## src/core/pimoc_regs.svh

```systemverilog
// register offsets, field positions and reset values of one port
// assumes address bits 15:12 carry the port number
`ifndef PIMOC_REGS_SVH
`define PIMOC_REGS_SVH

// offsets inside the port window
`define PIMOC_OFS_ISTAT 12'h01B
`define PIMOC_OFS_MASK  12'h01F
`define PIMOC_OFS_OPCTL 12'h020
`define PIMOC_OFS_EVST  12'h0F0
`define PIMOC_OFS_EVCLR 12'h0F1
`define PIMOC_OFS_EVEN  12'h0F2

// writable bits per register
`define PIMOC_MASK_WMASK  8'h07
`define PIMOC_OPCTL_WMASK 8'hC7
`define PIMOC_EV_WMASK    3'h7

// reset values
`define PIMOC_MASK_RST  8'h00
`define PIMOC_OPCTL_RST 8'h00
`define PIMOC_EV_RST    3'h0
`define PIMOC_ZERO8     8'h00

// mask and status bit positions
`define PIMOC_B_ACL 0
`define PIMOC_B_PHY 1
`define PIMOC_B_PTP 2

// control bit positions
`define PIMOC_B_LLB 7
`define PIMOC_B_RLB 6
`define PIMOC_B_TT  2
`define PIMOC_B_QHI 1
`define PIMOC_B_QLO 0

// event status bit positions
`define PIMOC_E_ACL  0
`define PIMOC_E_QRSV 1
`define PIMOC_E_IRQ  2

`endif

```

## src/core/pimoc_pkg.sv

```systemverilog
// types shared by the port mask and control logic
// assumes the constants header sits beside it
//
// How it works
// - mask bit 0 enables its source, 1 disables; all reset to 0
// - timestamp and PHY mask bits act only on ports with a PHY
// - access list mask bit 0 acts on every port
// - access list status clears when software toggles its mask bit
// - status shows sources; each reaches the port irq only if unmasked
// - control bit 7 loops fabric egress data back inside the MAC
// - control bit 6 sends line receive data back out the same port
// - PHY port loops rx pair to tx; MII port loops txd to rxd
// - control bit 2 turns on tail tagging for this host port
// - bits 1:0 pick one, two or four queues; 11 reserved
// - single queue ignores priority; both registers reset to 0
package pimoc_pkg;

    typedef enum logic [1:0] {
        PIMOC_Q_ONE  = 2'b00,
        PIMOC_Q_TWO  = 2'b01,
        PIMOC_Q_FOUR = 2'b10,
        PIMOC_Q_RSV  = 2'b11
    } pimoc_qmode_t;

    typedef struct packed {
        logic [7:0] mask_r;
        logic [7:0] opctl_r;
        logic       acl_st_r;
        logic [1:0] src_r;
        logic [2:0] evst_r;
        logic [2:0] even_r;
        logic [7:0] rdata_r;
        logic       irq_prev_r;
        logic [1:0] qsel_r;
        logic       qsel_vld_r;
    } pimoc_state_t;

endpackage

```

## src/core/pimoc_lpbk.sv

```systemverilog
// loopback steering between fabric and line for one port
// assumes one byte per cycle on each side, valid marks data
`timescale 1ns/1ps
module pimoc_lpbk #(
    parameter int DW = 8
) (
    input  wire logic          sys_clk,
    input  wire logic          rstn,
    input  wire logic          llb_en,
    input  wire logic          rlb_en,
    input  wire logic [DW-1:0] fab_tx_data,
    input  wire logic          fab_tx_vld,
    input  wire logic [DW-1:0] line_rx_data,
    input  wire logic          line_rx_vld,
    output logic      [DW-1:0] fab_rx_data,
    output logic               fab_rx_vld,
    output logic      [DW-1:0] line_tx_data,
    output logic               line_tx_vld
);

    typedef struct packed {
        logic [DW-1:0] fab_d_r;
        logic          fab_v_r;
        logic [DW-1:0] line_d_r;
        logic          line_v_r;
    } pimoc_lpbk_t;

    pimoc_lpbk_t st;
    pimoc_lpbk_t st_nxt;

    always_comb begin
        st_nxt = st;
        if (llb_en) begin
            st_nxt.fab_d_r = fab_tx_data;
            st_nxt.fab_v_r = fab_tx_vld;
        end else if (rlb_en) begin
            st_nxt.fab_d_r = '0;
            st_nxt.fab_v_r = 1'b0;
        end else begin
            st_nxt.fab_d_r = line_rx_data;
            st_nxt.fab_v_r = line_rx_vld;
        end
        if (rlb_en) begin
            st_nxt.line_d_r = line_rx_data;
            st_nxt.line_v_r = line_rx_vld;
        end else if (llb_en) begin
            st_nxt.line_d_r = '0;
            st_nxt.line_v_r = 1'b0;
        end else begin
            st_nxt.line_d_r = fab_tx_data;
            st_nxt.line_v_r = fab_tx_vld;
        end
    end

    always_ff @(posedge sys_clk or negedge rstn) begin
        if (!rstn) begin
            st <= '0;
        end else begin
            st <= st_nxt;
        end
    end

    assign fab_rx_data  = st.fab_d_r;
    assign fab_rx_vld   = st.fab_v_r;
    assign line_tx_data = st.line_d_r;
    assign line_tx_vld  = st.line_v_r;
endmodule

```

## src/core/pimoc_port_ctl.sv

```systemverilog
// port interrupt mask and operation control registers of one port
// assumes a one-cycle register port and level interrupt sources
//
// Implementation choice: the address-and-strobe port.
`timescale 1ns/1ps
`include "pimoc_regs.svh"
module pimoc_port_ctl #(
    parameter logic [3:0] PORT_NUM = 4'h1,
    parameter bit         HAS_PHY  = 1'b1,
    parameter int         DW       = 8
) (
    input  wire logic          sys_clk,
    input  wire logic          rstn,
    input  wire logic [15:0]   reg_addr,
    input  wire logic [7:0]    reg_wdata,
    input  wire logic          reg_wr,
    input  wire logic          reg_rd,
    output logic      [7:0]    reg_rdata,
    input  wire logic          ptp_src,
    input  wire logic          phy_src,
    input  wire logic          acl_evt,
    output logic               port_irq,
    output logic               ev_irq,
    input  wire logic          frm_vld,
    input  wire logic [2:0]    frm_prio,
    output logic      [1:0]    frm_queue,
    output logic               frm_queue_vld,
    output logic      [1:0]    queue_mode,
    output logic               tail_tag_en,
    input  wire logic [DW-1:0] fab_tx_data,
    input  wire logic          fab_tx_vld,
    input  wire logic [DW-1:0] line_rx_data,
    input  wire logic          line_rx_vld,
    output logic      [DW-1:0] fab_rx_data,
    output logic               fab_rx_vld,
    output logic      [DW-1:0] line_tx_data,
    output logic               line_tx_vld
);

    pimoc_pkg::pimoc_state_t st;
    pimoc_pkg::pimoc_state_t st_nxt;

    logic       wr_mask;
    logic       wr_opctl;
    logic       acl_toggle;
    logic [2:0] src_vec;
    logic [2:0] ev_set;
    logic       irq_now;

    // address decode for this port window
    function automatic logic hit(
        input logic [15:0] a,
        input logic [11:0] ofs
    );
        hit = (a[15:12] == PORT_NUM) && (a[11:0] == ofs);
    endfunction

    // queue chosen from frame priority
    function automatic logic [1:0] qsel(
        input logic [1:0] mode,
        input logic [2:0] prio
    );
        unique case (mode)
            pimoc_pkg::PIMOC_Q_TWO: begin
                qsel = {1'b0, prio[2]};
            end
            pimoc_pkg::PIMOC_Q_FOUR: begin
                qsel = prio[2:1];
            end
            pimoc_pkg::PIMOC_Q_ONE,
            pimoc_pkg::PIMOC_Q_RSV: begin
                qsel = 2'h0;
            end
        endcase
    endfunction

    assign wr_mask  = reg_wr && hit(reg_addr, `PIMOC_OFS_MASK);
    assign wr_opctl = reg_wr && hit(reg_addr, `PIMOC_OFS_OPCTL);

    assign acl_toggle = wr_mask && (reg_wdata[`PIMOC_B_ACL]
        != st.mask_r[`PIMOC_B_ACL]);

    assign src_vec = {st.src_r, st.acl_st_r};

    assign irq_now = |(src_vec & ~st.mask_r[2:0]);

    assign ev_set[`PIMOC_E_ACL]  = acl_evt;
    assign ev_set[`PIMOC_E_QRSV] = wr_opctl
        && (reg_wdata[1:0] == pimoc_pkg::PIMOC_Q_RSV);
    assign ev_set[`PIMOC_E_IRQ]  = irq_now && !st.irq_prev_r;

    always_comb begin
        st_nxt = st;
        st_nxt.rdata_r = `PIMOC_ZERO8;
        st_nxt.irq_prev_r = irq_now;

        // phy and timestamp gated off without phy
        st_nxt.src_r = HAS_PHY ? {ptp_src, phy_src} : 2'h0;

        // access list status on every port
        if (acl_evt) begin
            st_nxt.acl_st_r = 1'b1;
        end else if (acl_toggle) begin
            st_nxt.acl_st_r = 1'b0;
        end

        if (wr_mask) begin
            st_nxt.mask_r = reg_wdata & `PIMOC_MASK_WMASK;
        end
        if (wr_opctl) begin
            st_nxt.opctl_r = reg_wdata & `PIMOC_OPCTL_WMASK;
        end
        if (reg_wr && hit(reg_addr, `PIMOC_OFS_EVEN)) begin
            st_nxt.even_r = reg_wdata[2:0] & `PIMOC_EV_WMASK;
        end

        // sticky events, set wins over clear
        st_nxt.evst_r = st.evst_r | ev_set;
        if (reg_wr && hit(reg_addr, `PIMOC_OFS_EVCLR)) begin
            st_nxt.evst_r = (st.evst_r & ~reg_wdata[2:0]) | ev_set;
        end

        st_nxt.qsel_vld_r = frm_vld;
        if (frm_vld) begin
            st_nxt.qsel_r = qsel(st.opctl_r[1:0], frm_prio);
        end

        // read data one cycle after strobe
        if (reg_rd) begin
            if (hit(reg_addr, `PIMOC_OFS_ISTAT)) begin
                st_nxt.rdata_r = {5'h00, src_vec};
            end else if (hit(reg_addr, `PIMOC_OFS_MASK)) begin
                st_nxt.rdata_r = st.mask_r;
            end else if (hit(reg_addr, `PIMOC_OFS_OPCTL)) begin
                st_nxt.rdata_r = st.opctl_r;
            end else if (hit(reg_addr, `PIMOC_OFS_EVST)) begin
                st_nxt.rdata_r = {5'h00, st.evst_r};
            end else if (hit(reg_addr, `PIMOC_OFS_EVEN)) begin
                st_nxt.rdata_r = {5'h00, st.even_r};
            end
        end
    end

    always_ff @(posedge sys_clk or negedge rstn) begin
        if (!rstn) begin
            st <= '0;
            st.mask_r <= `PIMOC_MASK_RST;
            st.opctl_r <= `PIMOC_OPCTL_RST;
            st.evst_r <= `PIMOC_EV_RST;
            st.even_r <= `PIMOC_EV_RST;
        end else begin
            st <= st_nxt;
        end
    end

    assign reg_rdata     = st.rdata_r;
    assign port_irq      = st.irq_prev_r;
    assign ev_irq        = |(st.evst_r & st.even_r);
    assign frm_queue     = st.qsel_r;
    assign frm_queue_vld = st.qsel_vld_r;
    assign queue_mode    = st.opctl_r[`PIMOC_B_QHI:`PIMOC_B_QLO];
    assign tail_tag_en   = st.opctl_r[`PIMOC_B_TT];

    pimoc_lpbk #(
        .DW (DW)
    ) u_lpbk (
        .sys_clk      (sys_clk),
        .rstn         (rstn),
        .llb_en       (st.opctl_r[`PIMOC_B_LLB]),
        .rlb_en       (st.opctl_r[`PIMOC_B_RLB]),
        .fab_tx_data  (fab_tx_data),
        .fab_tx_vld   (fab_tx_vld),
        .line_rx_data (line_rx_data),
        .line_rx_vld  (line_rx_vld),
        .fab_rx_data  (fab_rx_data),
        .fab_rx_vld   (fab_rx_vld),
        .line_tx_data (line_tx_data),
        .line_tx_vld  (line_tx_vld)
    );
endmodule

```

## config.mk

```make
export PLATFORM = sky130hd
export DESIGN_NAME = pimoc_port_ctl
export DESIGN_NICKNAME = d
export VERILOG_FILES = /design/src/core/pimoc_pkg.sv /design/src/core/pimoc_lpbk.sv /design/src/core/pimoc_port_ctl.sv
export VERILOG_INCLUDE_DIRS = /design/src /design/src/core
export SDC_FILE = /design/constraint.sdc
export NUM_CORES = 1
export LEC_CHECK = 0
export BUFFER_PORTS_ARGS = -buffer_cell sky130_fd_sc_hd__buf_4
export CAP_MARGIN = 10
export CELL_PAD_IN_SITES_DETAIL_PLACEMENT = 1
export CELL_PAD_IN_SITES_GLOBAL_PLACEMENT = 1
export CORE_MARGIN = 5
export CORE_UTILIZATION = 32
export DETAILED_ROUTE_END_ITERATION = 10
export MAX_ROUTING_LAYER = met4
export PLACE_DENSITY = 0.74
export SETUP_SLACK_MARGIN = 0.1
export SLEW_MARGIN = 40
export SYNTH_ARGS = -nofsm -noshare
export SYNTH_HDL_FRONTEND = slang
export SYNTH_SLANG_ARGS = --single-unit
```

## constraint.sdc

```tcl
create_clock -name sys_clk -period 1.2 [get_ports sys_clk]
set_clock_uncertainty 0.05 [all_clocks]
set_input_delay 0.24 -clock sys_clk [delete_from_list [all_inputs] [get_ports sys_clk]]
set_output_delay 0.24 -clock sys_clk [all_outputs]
set_load 0.005 [all_outputs]
```

# --- Yosys cells after proc, flatten, opt, wreduce, memory -nomap -nowiden ---
# Index checks and enable logic that the tools add are counted.
op_classes:
  mux: 14
  bitwise_logic: 7
  n_reduce_logical: 19
  eq_ne: 12
op_table:
  columns: ["cell", "count"]
  rows:
  - ["12-bit by 8-bit equality test with 1-bit output (second input constant)", 3]
  - ["9-bit two-way mux", 4]
  - ["8-bit two-way mux", 4]
  - ["12-bit by 5-bit equality test with 1-bit output (second input constant)", 2]
  - ["1-bit logical AND", 13]
  - ["12-bit by 6-bit equality test with 1-bit output (second input constant)", 1]
  - ["3-bit bitwise AND", 3]
  - ["3-bit two-way mux", 3]
  - ["2-bit equality test (second input constant)", 3]
  - ["3-bit inverter", 2]
  - ["3-bit OR", 2]
  - ["2-bit one-hot mux with 3 select lines", 1]
  - ["3-bit OR reduction", 2]
  - ["4-bit by 1-bit equality test with 1-bit output (second input constant)", 1]
  - ["2-bit by 1-bit equality test with 1-bit output (second input constant)", 1]
  - ["2-bit logical NOT", 1]
  - ["1-bit two-way mux", 2]
  - ["2-bit nonzero test", 1]
  - ["2-bit OR reduction", 1]
  - ["1-bit logical NOT", 1]
  - ["1-bit != test", 1]
totals:
  regBits: 47
  input_bits: 53
  out_inout_bits: 34

# --- Longest topological paths before layout ---
# Gate-level depths: netlist of run 1.
logic_depth:
  word_depth: 8
  ltp_mapped: 6
  depth_no_buf: 4

# --- By module ---
# Synthesis of run 1 repeated with hierarchy kept, for this count alone.
hier_totals:
  cells_unflattened: 169
  hier_area_um2: 2052.0
by_module_without_submodules:
  columns: ["mod", "cells_each", "seq_area_each_um2", "area_per_inst_um2", "n_inst"]
  rows:
  - ["pimoc_port_ctl", 125, 650.6, 1398.8, 1]
  - ["pimoc_lpbk", 44, 450.4, 653.1, 1]

# --- Worst setup path before layout of run 1 ---
# No wires, ideal clock.
synth_timing:
  path_kind: "input port to flip-flop"
  startpoint: "input port reg_addr[13]"
  endpoint: "register st[29] (netlist name)"
  stages: 4
  arrival_ns: 1.735
  setup_slack_ns: -0.713
  setup_time_ns: 0.127
  path_buffers: 0
  t_required_ns: 1.023
  cell_sequence: "or4b_4 nor4_4 and3_2 mux2_1"
synth_between:
  elab_chain_len: 3
synth_rtl:
  columns: ["element", "line", "rtl"]
  rows:
  - ["start, declared", "pimoc_port_ctl.sv:14", "input wire logic [15:0] reg_addr,"]
  - ["4-bit by 1-bit equality test with 1-bit output", "pimoc_port_ctl.sv:55", "hit = (a[15:12] == PORT_NUM) && (a[11:0] == ofs);"]
  - ["1-bit logical AND", "pimoc_port_ctl.sv:55", null]
  - ["1-bit logical AND", "pimoc_port_ctl.sv:77", "assign wr_mask = reg_wr && hit(reg_addr, `PIMOC_OFS_MASK);"]
  - ["end signal, assigned", "pimoc_port_ctl.sv:152", "st <= st_nxt;"]
  - ["end, declared", "pimoc_port_ctl.sv:40", "pimoc_pkg::pimoc_state_t st;"]
# No other way between the ends.
# A chain may end at the register's enable or synchronous reset.

# --- Worst setup path after layout of run 1 ---
layout_timing:
  startpoint: "input port reg_addr[15]"
  endpoint: "register st[28] (netlist name)"
layout_between:
  elab_chain_len: 3
layout_rtl:
  columns: ["element", "line", "rtl"]
  rows:
  - ["4-bit by 1-bit equality test with 1-bit output", "pimoc_port_ctl.sv:55", null]
  - ["1-bit logical AND", "pimoc_port_ctl.sv:55", null]
  - ["1-bit logical AND", "pimoc_port_ctl.sv:78", "assign wr_opctl = reg_wr && hit(reg_addr, `PIMOC_OFS_OPCTL);"]
# No other way between the ends.

==> impl_metrics.sql, run 1 <==
INSERT INTO impl_metrics (metric_group, metric, value, unit) VALUES
('worst_setup_path', 'critical-path-slowest-cell', 'sky130_fd_sc_hd__or4b_4', ''),
('layout', 'stdcell_area', '3230', 'µm²'),
('worst_setup_path', 'timing.critical_path.arrival', '1810', 'ps'),
('route', 'route.detailed.wl_per_inst', '17.6', 'µm'),
('cts', 'numClockSinks', '44', ''),
('worst_hold_path', 'hold_path.class', 'in -> reg', ''),
('synth', 'post_synth_fa_ha_maj_area_fraction', '0', '%'),
('worst_setup_path', 'path_depth', '6', ''),
('worst_setup_path', 'setup.worst_path.class', 'in -> reg', ''),
('pwr', 'max-vdd-ir-drop', '560', 'µV'),
('run', 'number_of_maximum_capacitance_violations', '0', ''),
('synth', 'synthesis.area', '2020', 'µm²'),
('synth', 'syn_area_per_cell', '12.5', 'µm²'),
('layout', 'layout-area-overhead-vs-synth', '59.6', '%'),
('synth', 'netlist-cell-type-count', '42', ''),
('sta', 'worst_slack', '-477', 'ps'),
('synth', 'postSynthCellCount', '162', ''),
('layout', 'layout.core_utilization', '51.8', '%'),
('sta', 'fmax', '596', 'MHz'),
('route', 'met3_wirelength', '500', 'µm'),
('worst_setup_path', 'reg2regPathDepth', '5', ''),
('synth', 'muxShareOfSynthArea', '9.09', '%'),
('synth', 'combinational_family_with_the_most_area_after_synthesis', 'compound AO/OA/AOI/OAI gates', ''),
('synth', 'synth_compound_area_share', '14.6', '%'),
('layout', 'num_antenna_cells', '0', ''),
('die', 'initial_core_util', '32.4', '%'),
('synth', 'netlist.area_leader.share', '54.4', '%'),
('sta', 'layout_min_cycle_time', '1680', 'ps'),
('cts', 'cell_at_the_root_of_the_clock_tree', 'sky130_fd_sc_hd__clkbuf_8', ''),
('synth', 'cells_taking_the_most_area_after_synthesis', 'sky130_fd_sc_hd__dfrtp_1, sky130_fd_sc_hd__a22o_1, sky130_fd_sc_hd__mux2_4, sky130_fd_sc_hd__buf_4, sky130_fd_sc_hd__nor4_4', ''),
('synth', 'yosys_most_used_dff', 'sky130_fd_sc_hd__dfrtp_1', ''),
('place', 'hpwlAfterDp', '4.25', 'mm'),
('worst_setup_path', 'worstSetupEndpointType', 'flop', ''),
('die', 'fp.coreArea', '6240', 'µm²'),
('die', 'io-pin-count', '87', ''),
('synth', 'ys_warn_count', '0', ''),
('grt', 'grt_use_total', '15.8', '%'),
('route', 'initialDrtViolationCount', '60', ''),
('worst_setup_path', 'cp-startpoint', 'reg_addr[15]', ''),
('grt', 'grt_first_pass_wirelength', '9.25', 'mm'),
('route', 'detail_route.wirelength', '6.03', 'mm'),
('route', 'met2_length', '3.07', 'mm'),
('run_status', 'outcome', 'complete, but fails checks', ''),
('worst_setup_path', 'timing.critical_path.cells', 'buf_4 -> or4b_4 -> nor4_4 -> and3_4 -> buf_12 -> mux2_4', ''),
('worst_setup_path', 'critical_path_peak_fanout', '6', ''),
('route', 'drc', '0', ''),
('worst_setup_path', 'r2r_end', 'reg_rdata[2]', ''),
('synth', 'synthTopCellsByCount', 'sky130_fd_sc_hd__dfrtp_1, sky130_fd_sc_hd__a22o_1, sky130_fd_sc_hd__buf_4', ''),
('cts', 'htree_num_levels', '2', ''),
('cts', 'cts_buffers', '5', ''),
('worst_setup_path', 'cp_num_buf_inv', '2', ''),
('run_status', 'violations_in_the_final_reports', 'setup timing', ''),
('worst_setup_path', 'slowest_delay', '560', 'ps'),
('synth', 'synthDominantAreaCellType', 'sky130_fd_sc_hd__dfrtp_1', ''),
('route', 'route.layer.met1.wl', '2.38', 'mm'),
('worst_setup_path', 'reg2reg_setup_slack', '-110', 'ps'),
('synth', 'synth_seq_cells', '44', ''),
('sta', 'finalSetupViolations', '21', ''),
('place', 'detailed_place.area', '2790', 'µm²'),
('die', 'dieArea', '8020', 'µm²'),
('grt', 'grt_pass1_vias', '1922', ''),
('layout', 'final.fill_count', '650', ''),
('synth', 'post_synth_arst_share', '100', '%'),
('grt', 'initial_antenna_violation_count', '0', ''),
('worst_setup_path', 'worst-endpoint-required', '1330', 'ps'),
('die', 'die-width', '89.5', 'µm'),
('worst_setup_path', 'worst_setup_path_start_kind', 'input pin', ''),
('synth', 'synthMostInstantiatedCell', 'sky130_fd_sc_hd__dfrtp_1', ''),
('cts', 'clock_tree_from_tritoncts', 'done', ''),
('sta', 'final_max_slew_viol_count', '0', ''),
('layout', 'final_nets', '317', '');
layer usage:
metal | up-vias | GRT usage, %
met4 | 0 | 3.52
met3 | 7 | 4.61
met1 | 842 | 17.9
met5 | - | -
li1 | 789 | -
met2 | 59 | 27.5
sequential cells by signal, indices dropped and copies added, names as in the netlist:
signal	flops
frm_queue	2
tail_tag_en	1
u_lpbk.line_tx_vld	1
queue_mode	2
port_irq	1
st	11
u_lpbk.line_tx_data	8
src_vec	3
u_lpbk.fab_rx_data	8
frm_queue_vld	1
reg_rdata	5
u_lpbk.fab_rx_vld	1
placed cells by master (no fill, tap or decap), types with 2 or more instances in the layout:
cell type                       instances
sky130_fd_sc_hd__a21o_1                 2
sky130_fd_sc_hd__a221oi_2               3
sky130_fd_sc_hd__a22o_1                17
sky130_fd_sc_hd__a31oi_1                2
sky130_fd_sc_hd__and3_1                 2
sky130_fd_sc_hd__and3_4                 2
sky130_fd_sc_hd__buf_12                 2
sky130_fd_sc_hd__buf_4                 70
sky130_fd_sc_hd__buf_6                 35
sky130_fd_sc_hd__clkbuf_8               7
sky130_fd_sc_hd__conb_1                 3
sky130_fd_sc_hd__dfrtp_1               42
sky130_fd_sc_hd__dfrtp_2                2
sky130_fd_sc_hd__dlygate4sd3_1          3
sky130_fd_sc_hd__inv_1                  9
sky130_fd_sc_hd__mux2_4                11
sky130_fd_sc_hd__mux2i_1                3
sky130_fd_sc_hd__nand2_1                4
sky130_fd_sc_hd__nand3_1                2
sky130_fd_sc_hd__nand3b_1               2
sky130_fd_sc_hd__nand4_1                3
sky130_fd_sc_hd__nor3_1                 3
sky130_fd_sc_hd__nor4_4                 3
sky130_fd_sc_hd__o21ai_0                5
sky130_fd_sc_hd__o21ai_2                5
sky130_fd_sc_hd__or4_4                  2
sky130_fd_sc_hd__or4b_4                 2
stage by stage:
stage | instances | total power [mW] | TNS, ps | hold WS, ps | worst slack (ps)
floorplan | 164 | 1.65 | -11150 | -106 | -692
global placement | 322 | 1.91 | -14970 | 170 | -870
detailed placement | 322 | 1.92 | -15130 | 174 | -886
CTS | 341 | 3.18 | -8390 | 27.6 | -467
global route | 342 | 3.31 | -9420 | 19.3 | -527
finish | 342 | 3.17 | -8910 | 38.1 | -477
logic make-up (layout without fill, tap and decap cells):
logic type,after synthesis,after routing
flip-flops,44,44
AO/OA/AOI/OAI,40,40
AND/OR/NAND/NOR,36,36
buffers and inverters,26,127
multiplexers,14,14
other,1,3
XOR/XNOR,1,1
cell type report:
| class | instances | area (µm²) | share of cell area (%) |
|---|---|---|---|
| sequential | 44 | 1100 | 34.2 |
| clock buffer | 7 | 96.3 | 2.98 |
| inverter | 9 | 33.8 | 1.05 |
| tap | 77 | 96.3 | 2.98 |
| clock inverter | 1 | 30.0 | 0.930 |
| multi-input combinational | 94 | 881 | 27.3 |
| timing repair buffer | 110 | 990 | 30.6 |
timing repair:
action	CTS	global route
setup buffers	8	1
pin swaps	10	3
endpoints found under the hold margin	46	0
hold buffers	3	0
setup endpoints to repair	33	51
resized for setup	32	24
where the power goes:
group          switching, mW  internal, mW  leakage [nW]
Combinational          0.161         0.241          1.00
Sequential            0.0179          1.52         0.536
Clock                  0.498         0.735        0.0645
Total                  0.678          2.50          1.60
worst min path at each step:
stage | startpoint | end | slack [ps] | cells past startpoint
2_1_floorplan | rstn | frm_queue[0] | -110 | 0
3_3_place_gp | rstn | reg_rdata[1] | 170 | 2
3_5_place_dp | rstn | reg_rdata[2] | 170 | 2
4_1_cts | frm_vld | frm_queue_vld | 30 | 1
5_1_grt | frm_vld | frm_queue_vld | 20 | 1
6_report | frm_vld | frm_queue_vld | 40 | 1
(Power assumes the default switching activity.)
==> run 2: changes to the inputs <==
- CORE_MARGIN: 5 -> not set
- CORE_UTILIZATION: 32 -> 33
- clock period: 1.2 -> 1.55 ns (I/O delays scaled with it)
==> impl_metrics.sql, run 2 (synthesis gave the netlist of run 1 again) <==
INSERT INTO impl_metrics (metric_group, metric, value, unit) VALUES
('worst_hold_path', 'hold_path.class', 'in -> reg', ''),
('worst_setup_path', 'cp-startpoint', 'reg_addr[13]', ''),
('cts', 'clk_transition_reported_paths', '80', 'ps'),
('layout', 'flip_flop_count_of_the_largest_register_after_layout', '11', ''),
('cts', 'htree_num_levels', '2', ''),
('worst_setup_path', 'crit_end', 'queue_mode[1]', ''),
('route', 'route.detailed.wl_per_inst', '17.4', 'µm'),
('worst_setup_path', 'critical-path-slowest-cell', 'sky130_fd_sc_hd__or4b_4', ''),
('worst_setup_path', 'timing.critical_path.cells', 'buf_6 -> or4b_4 -> nor4_4 -> and3_4 -> buf_12 -> mux2_4', ''),
('worst_setup_path', 'timing.rr.start', 'st[27]', ''),
('cts', 'worst_skew_pair.late_latency', '300', 'ps'),
('worst_setup_path', 'reg2reg_setup_slack', '200', 'ps'),
('sta', 'layout_min_cycle_time', '1830', 'ps'),
('sta', 'grt_setup_unrepaired', 'yes', ''),
('grt', 'maximum_number_of_pins_on_one_net_before_global_route_repair', '45', ''),
('worst_setup_path', 'worst_setup_path_start_kind', 'input pin', ''),
('pwr', 'max-vdd-ir-drop', '317', 'µV'),
('route', 'detailedRoute.firstPassIterationCount', '4', ''),
('grt', 'grt_first_pass_wirelength', '8.83', 'mm'),
('cts', 'clock_tree_from_tritoncts', 'done', ''),
('die', 'die-width', '80.3', 'µm'),
('die', 'fp.coreArea', '5920', 'µm²'),
('sta', 'finalSetupTns', '-3690', 'ps'),
('run', 'number_of_maximum_capacitance_violations', '0', ''),
('route', 'initialDrtViolationCount', '66', ''),
('place', 'hpwlAfterDp', '4.07', 'mm'),
('route', 'route.antenna.remaining_nets', '0', ''),
('pwr', 'p_leak', '1.51', 'nW'),
('place', 'port-buffer-count', '79', ''),
('die', 'initial_core_util', '34.2', '%'),
('layout', 'most-common-layout-cells', 'sky130_fd_sc_hd__buf_4, sky130_fd_sc_hd__dfrtp_1, sky130_fd_sc_hd__a22o_1, sky130_fd_sc_hd__mux2_4, sky130_fd_sc_hd__inv_1', ''),
('run_status', 'outcome', 'complete, but fails checks', ''),
('cts', 'clk_path_buf_depth', '2', ''),
('die', 'vertical_extent_of_the_die', '80.3', 'µm'),
('sta', 'final_min_period_over_clock_period', '118', '%'),
('die', 'io-pin-count', '87', ''),
('worst_setup_path', 'r2r_end', 'u_lpbk.line_tx_data[5]', ''),
('worst_setup_path', 'worst-endpoint-required', '1680', 'ps'),
('cts', 'cell_at_the_root_of_the_clock_tree', 'sky130_fd_sc_hd__clkbuf_8', ''),
('grt', 'grt.overflow.total', '0', ''),
('sta', 'final_max_slew_viol_count', '0', ''),
('grt', 'grt_pass1_vias', '1781', ''),
('sta', 'hold_viol', '0', ''),
('die', 'placement_rows', '28', ''),
('worst_setup_path', 'worstSetupEndpointType', 'flop', ''),
('grt', 'grt_use_total', '19.0', '%'),
('pwr', 'power_density_relative_to_cell_area', '726', 'nW/µm²'),
('layout', 'layout.core_utilization', '50.4', '%'),
('run_status', 'violations_in_the_final_reports', 'setup timing', ''),
('worst_setup_path', 'timing.critical_path.arrival', '1960', 'ps'),
('worst_setup_path', 'reg2regPathDepth', '3', ''),
('worst_setup_path', 'setup.worst_path.class', 'in -> reg', ''),
('cts', 'cts_buffers', '5', ''),
('layout', 'layout_cell_share_with_drive_strength_beyond_1', '54.7', '%'),
('die', 'dieArea', '6450', 'µm²'),
('layout', 'num_antenna_cells', '0', ''),
('worst_setup_path', 'slowest_delay', '560', 'ps'),
('sta', 'fmax', '548', 'MHz'),
('sta', 'finalSetupViolations', '21', ''),
('route', 'detail_route.wirelength', '5.72', 'mm'),
('route', 'vias_per_cell', '5.04', ''),
('sta', 'worst_pin_slew', '567', 'ps'),
('cts', 'numClockSinks', '44', ''),
('layout', 'regMostFlops', 'st', ''),
('worst_setup_path', 'critical_path_peak_fanout', '6', ''),
('route', 'drc', '0', ''),
('layout', 'layout-area-overhead-vs-synth', '47.5', '%'),
('grt', 'initial_antenna_violation_count', '0', ''),
('route', 'dr_total_vias', '1659', ''),
('layout', 'mostFrequentLayoutCell', 'sky130_fd_sc_hd__buf_4', ''),
('worst_setup_path', 'critical-path-top-delay-family', 'simple AND/OR/NAND/NOR gates', ''),
('place', 'place_congestion', '0.773', ''),
('sta', 'worst_slack', '-276', 'ps'),
('worst_setup_path', 'path_depth', '6', ''),
('worst_setup_path', 'cp_num_buf_inv', '2', ''),
('sta', 'relSlewSlack', '62.2', '%'),
('layout', 'final_nets', '307', '');
run 2: repair_timing:
item,4_1_cts,5_1_grt
pin swaps,4,5
setup buffers,2,2
hold buffers,1,0
endpoints found under the hold margin,44,0
resized for setup,16,10
endpoints found under the setup margin,21,21
run 2: worst min-delay path by stage:
stage,depth (start not counted),end,slack [ps],start
2_1_floorplan,0,frm_queue[0],-40,rstn
3_5_place_dp,1,st[14],290,rstn
5_1_grt,1,src_vec[2],50,ptp_src
6_report,1,src_vec[2],70,ptp_src
3_3_place_gp,1,port_irq,280,rstn
4_1_cts,1,src_vec[1],60,phy_src
run 2: report_power, final:
group	switching, mW	internal, mW
combinational	0.124	0.165
clock	0.387	0.305
sequential	0.00999	1.18
run 2: area by class of cell:
class	count	area, µm²
sequential	44	1100
inverter	9	33.8
timing repair buffer	100	792
multi-input combinational	94	883
clock buffer	5	68.8
fill	641	2940
clock inverter	2	12.5
tap	75	93.8
run 2: metal layers:
layer	track usage, %	up-vias	share of wire [%]
met2	32.5	49	52
li1	-	766	-
met4	8.39	0	2.5
met1	21.8	831	42
met3	3.41	13	3.6
met5	-	-	0
run 2: worst reg2reg max path: stages (launching register included):
cell and delay, ps:
sky130_fd_sc_hd__dfrtp_1 650, sky130_fd_sc_hd__nor2_1 100, sky130_fd_sc_hd__buf_4 210, sky130_fd_sc_hd__a22o_1 220
run 2: per-stage QoR:
step	cells	instance area, µm²	worst slack, ps	power [mW]	hold slack (ps)
5_1_grt	329	2990	-302	2.26	51.2
3_3_place_gp	317	2750	-558	1.47	284
6_report	329	2990	-276	2.17	66.5
2_1_floorplan	164	2040	-412	1.27	-35.6
3_5_place_dp	317	2750	-598	1.48	293
4_1_cts	327	2930	-233	2.19	56.7
==> run 3: changes to the inputs <==
- SETUP_SLACK_MARGIN: 0.1 -> 0.02
==> impl_metrics.sql, run 3 (synthesis gave the netlist of run 1 again) <==
INSERT INTO impl_metrics (metric_group, metric, value, unit) VALUES
('pwr', 'p_leak', '1.49', 'nW'),
('worst_setup_path', 'timing.critical_path.arrival', '1910', 'ps'),
('worst_setup_path', 'worst-endpoint-required', '1680', 'ps'),
('layout', 'final_cell_count_no_fill', '328', ''),
('sta', 'worst_slack', '-231', 'ps'),
('layout', 'most-common-layout-cells', 'sky130_fd_sc_hd__buf_4, sky130_fd_sc_hd__dfrtp_1, sky130_fd_sc_hd__a22o_1, sky130_fd_sc_hd__mux2_4, sky130_fd_sc_hd__inv_1', ''),
('die', 'initial_core_util', '34.2', '%'),
('place', 'port-buffer-count', '79', ''),
('worst_hold_path', 'worstHoldStart', 'ptp_src', ''),
('worst_setup_path', 'worst_setup_path_start_kind', 'input pin', ''),
('sta', 'final_max_slew_viol_count', '0', ''),
('cts', 'worst_skew_pair.late_latency', '300', 'ps'),
('place', 'hpwlAfterDp', '4.08', 'mm'),
('place', 'place_congestion', '0.784', ''),
('cts', 'clock_tree_from_tritoncts', 'done', ''),
('worst_setup_path', 'timing.rr.start', 'st[27]', ''),
('worst_setup_path', 'worstSetupEndpointType', 'flop', ''),
('sta', 'layout_min_cycle_time', '1780', 'ps'),
('sta', 'grt_setup_unrepaired', 'yes', ''),
('worst_setup_path', 'setup.worst_path.class', 'in -> reg', ''),
('route', 'route.antenna.remaining_nets', '0', ''),
('cts', 'numClockSinks', '44', ''),
('sta', 'fmax', '561', 'MHz'),
('worst_setup_path', 'critical-path-slowest-cell', 'sky130_fd_sc_hd__or4b_4', ''),
('cts', 'clk_path_buf_depth', '2', ''),
('layout', 'regMostFlops', 'st', ''),
('cts', 'clk_transition_reported_paths', '90', 'ps'),
('route', 'route.detailed.wl_per_inst', '16.8', 'µm'),
('run_status', 'outcome', 'complete, but fails checks', ''),
('layout', 'num_antenna_cells', '0', ''),
('route', 'vias_per_cell', '4.98', ''),
('die', 'fp.coreArea', '5920', 'µm²'),
('worst_setup_path', 'timing.critical_path.cells', 'buf_6 -> or4b_4 -> nor4_4 -> and3_4 -> mux2_4', ''),
('layout', 'final.fill_count', '627', ''),
('pwr', 'max-vdd-ir-drop', '381', 'µV'),
('worst_hold_path', 'hold_depth', '1', ''),
('cts', 'htree_num_levels', '2', ''),
('layout', 'layout_cell_share_with_drive_strength_beyond_1', '54.5', '%'),
('sta', 'finalSetupViolations', '19', ''),
('layout', 'stdcell_area', '2970', 'µm²'),
('sta', 'hold_viol', '0', ''),
('worst_setup_path', 'reg2regPathDepth', '3', ''),
('cts', 'cell_at_the_root_of_the_clock_tree', 'sky130_fd_sc_hd__clkbuf_8', ''),
('worst_setup_path', 'critical_path_peak_fanout', '6', ''),
('die', 'io-pin-count', '87', ''),
('cts', 'cts_buffers', '5', ''),
('layout', 'mostFrequentLayoutCell', 'sky130_fd_sc_hd__buf_4', ''),
('pwr', 'power_density_relative_to_cell_area', '748', 'nW/µm²'),
('die', 'dieArea', '6450', 'µm²'),
('sta', 'final_min_period_over_clock_period', '115', '%'),
('worst_setup_path', 'cp-startpoint', 'reg_addr[13]', ''),
('place', 'numPlacedInstances', '317', ''),
('run_status', 'violations_in_the_final_reports', 'setup timing', ''),
('route', 'detailedRoute.firstPassIterationCount', '4', ''),
('grt', 'grt_use_total', '18.4', '%'),
('worst_hold_path', 'hold_path.class', 'in -> reg', ''),
('worst_setup_path', 'slowest_delay', '560', 'ps'),
('worst_hold_path', 'worstHoldEndpoint', 'src_vec[2]', ''),
('sta', 'relSlewSlack', '61.9', '%'),
('worst_setup_path', 'r2r_end', 'u_lpbk.line_tx_data[1]', ''),
('grt', 'initial_antenna_violation_count', '0', ''),
('route', 'initialDrtViolationCount', '52', ''),
('grt', 'maximum_number_of_pins_on_one_net_before_global_route_repair', '45', ''),
('die', 'placement_rows', '28', ''),
('worst_setup_path', 'critical-path-top-delay-family', 'simple AND/OR/NAND/NOR gates', ''),
('place', 'detailed_place.area', '2750', 'µm²'),
('route', 'drc', '0', ''),
('sta', 'worst_pin_slew', '571', 'ps'),
('grt', 'grt_pass1_vias', '1638', ''),
('layout', 'final_nets', '305', ''),
('route', 'dr_total_vias', '1633', ''),
('layout', 'layout-area-overhead-vs-synth', '46.8', '%'),
('grt', 'grt.overflow.total', '0', ''),
('die', 'die-width', '80.3', 'µm'),
('grt', 'grt_first_pass_wirelength', '8.61', 'mm'),
('run', 'number_of_maximum_capacitance_violations', '0', ''),
('layout', 'flip_flop_count_of_the_largest_register_after_layout', '11', ''),
('worst_setup_path', 'reg2reg_setup_slack', '210', 'ps'),
('worst_setup_path', 'cp_num_buf_inv', '1', ''),
('die', 'vertical_extent_of_the_die', '80.3', 'µm'),
('route', 'detail_route.wirelength', '5.51', 'mm');
==> run 3: worst max-delay path by stage <==
stage | to | cells after the start
2_1_floorplan | st[29] | 4
3_3_place_gp | reg_rdata[1] | 6
3_5_place_dp | reg_rdata[0] | 6
4_1_cts | st[30] | 5
5_1_grt | queue_mode[1] | 5
6_report | st[27] | 5
==> run 3: cell type report <==
cell class / count / area (µm²) / area share [%]
clock buffers: 6 / 82.6 / 2.78
clock inverters: 2 / 15.0 / 0.505
multi-input cells: 94 / 881 / 29.6
flip-flops and latches: 44 / 1100 / 37.1
well taps: 75 / 93.8 / 3.16
inverters: 9 / 33.8 / 1.14
repair buffers: 98 / 764 / 25.7
==> run 3: per-layer routing <==
metal | up-vias | routed length [µm] | GRT usage, % | part of all wire [%]
met2 | 44 | 2940 | 32.1 | 53
met4 | 0 | 87 | 5.00 | 1.6
li1 | 767 | - | - | -
met5 | - | 0 | - | 0
met1 | 815 | 2300 | 22.5 | 42
met3 | 7 | 173 | 2.50 | 3.1
==> run 3: repair_timing <==
action                                  4_1_cts  5_1_grt
endpoints found under the setup margin       19       19
hold buffers                                  1        0
resized for setup                            17       11
setup buffers                                 2        1
pin swaps                                     5        6
endpoints found under the hold margin        44        0
==> run 3: report_power, final <==
group	internal, mW	switching [mW]	leakage, nW
Sequential	1.18	0.00959	0.539
Clock	0.361	0.391	0.0434
Combinational	0.165	0.120	0.907
==> run 3: stage by stage <==
stage / util [%] / setup TNS, ps / power (mW) / hold slack [ps] / setup WS [ps]
finish: 50.2 / -3530 / 2.22 / 62.7 / -231
global route: 50.2 / -4130 / 2.32 / 48.5 / -262
CTS: 49.4 / -3320 / 2.24 / 61.1 / -215
detailed placement: 46.4 / -9920 / 1.48 / 298 / -651
global placement: 46.4 / -9420 / 1.47 / 278 / -553
floorplan: - / -5600 / 1.27 / -35.6 / -412
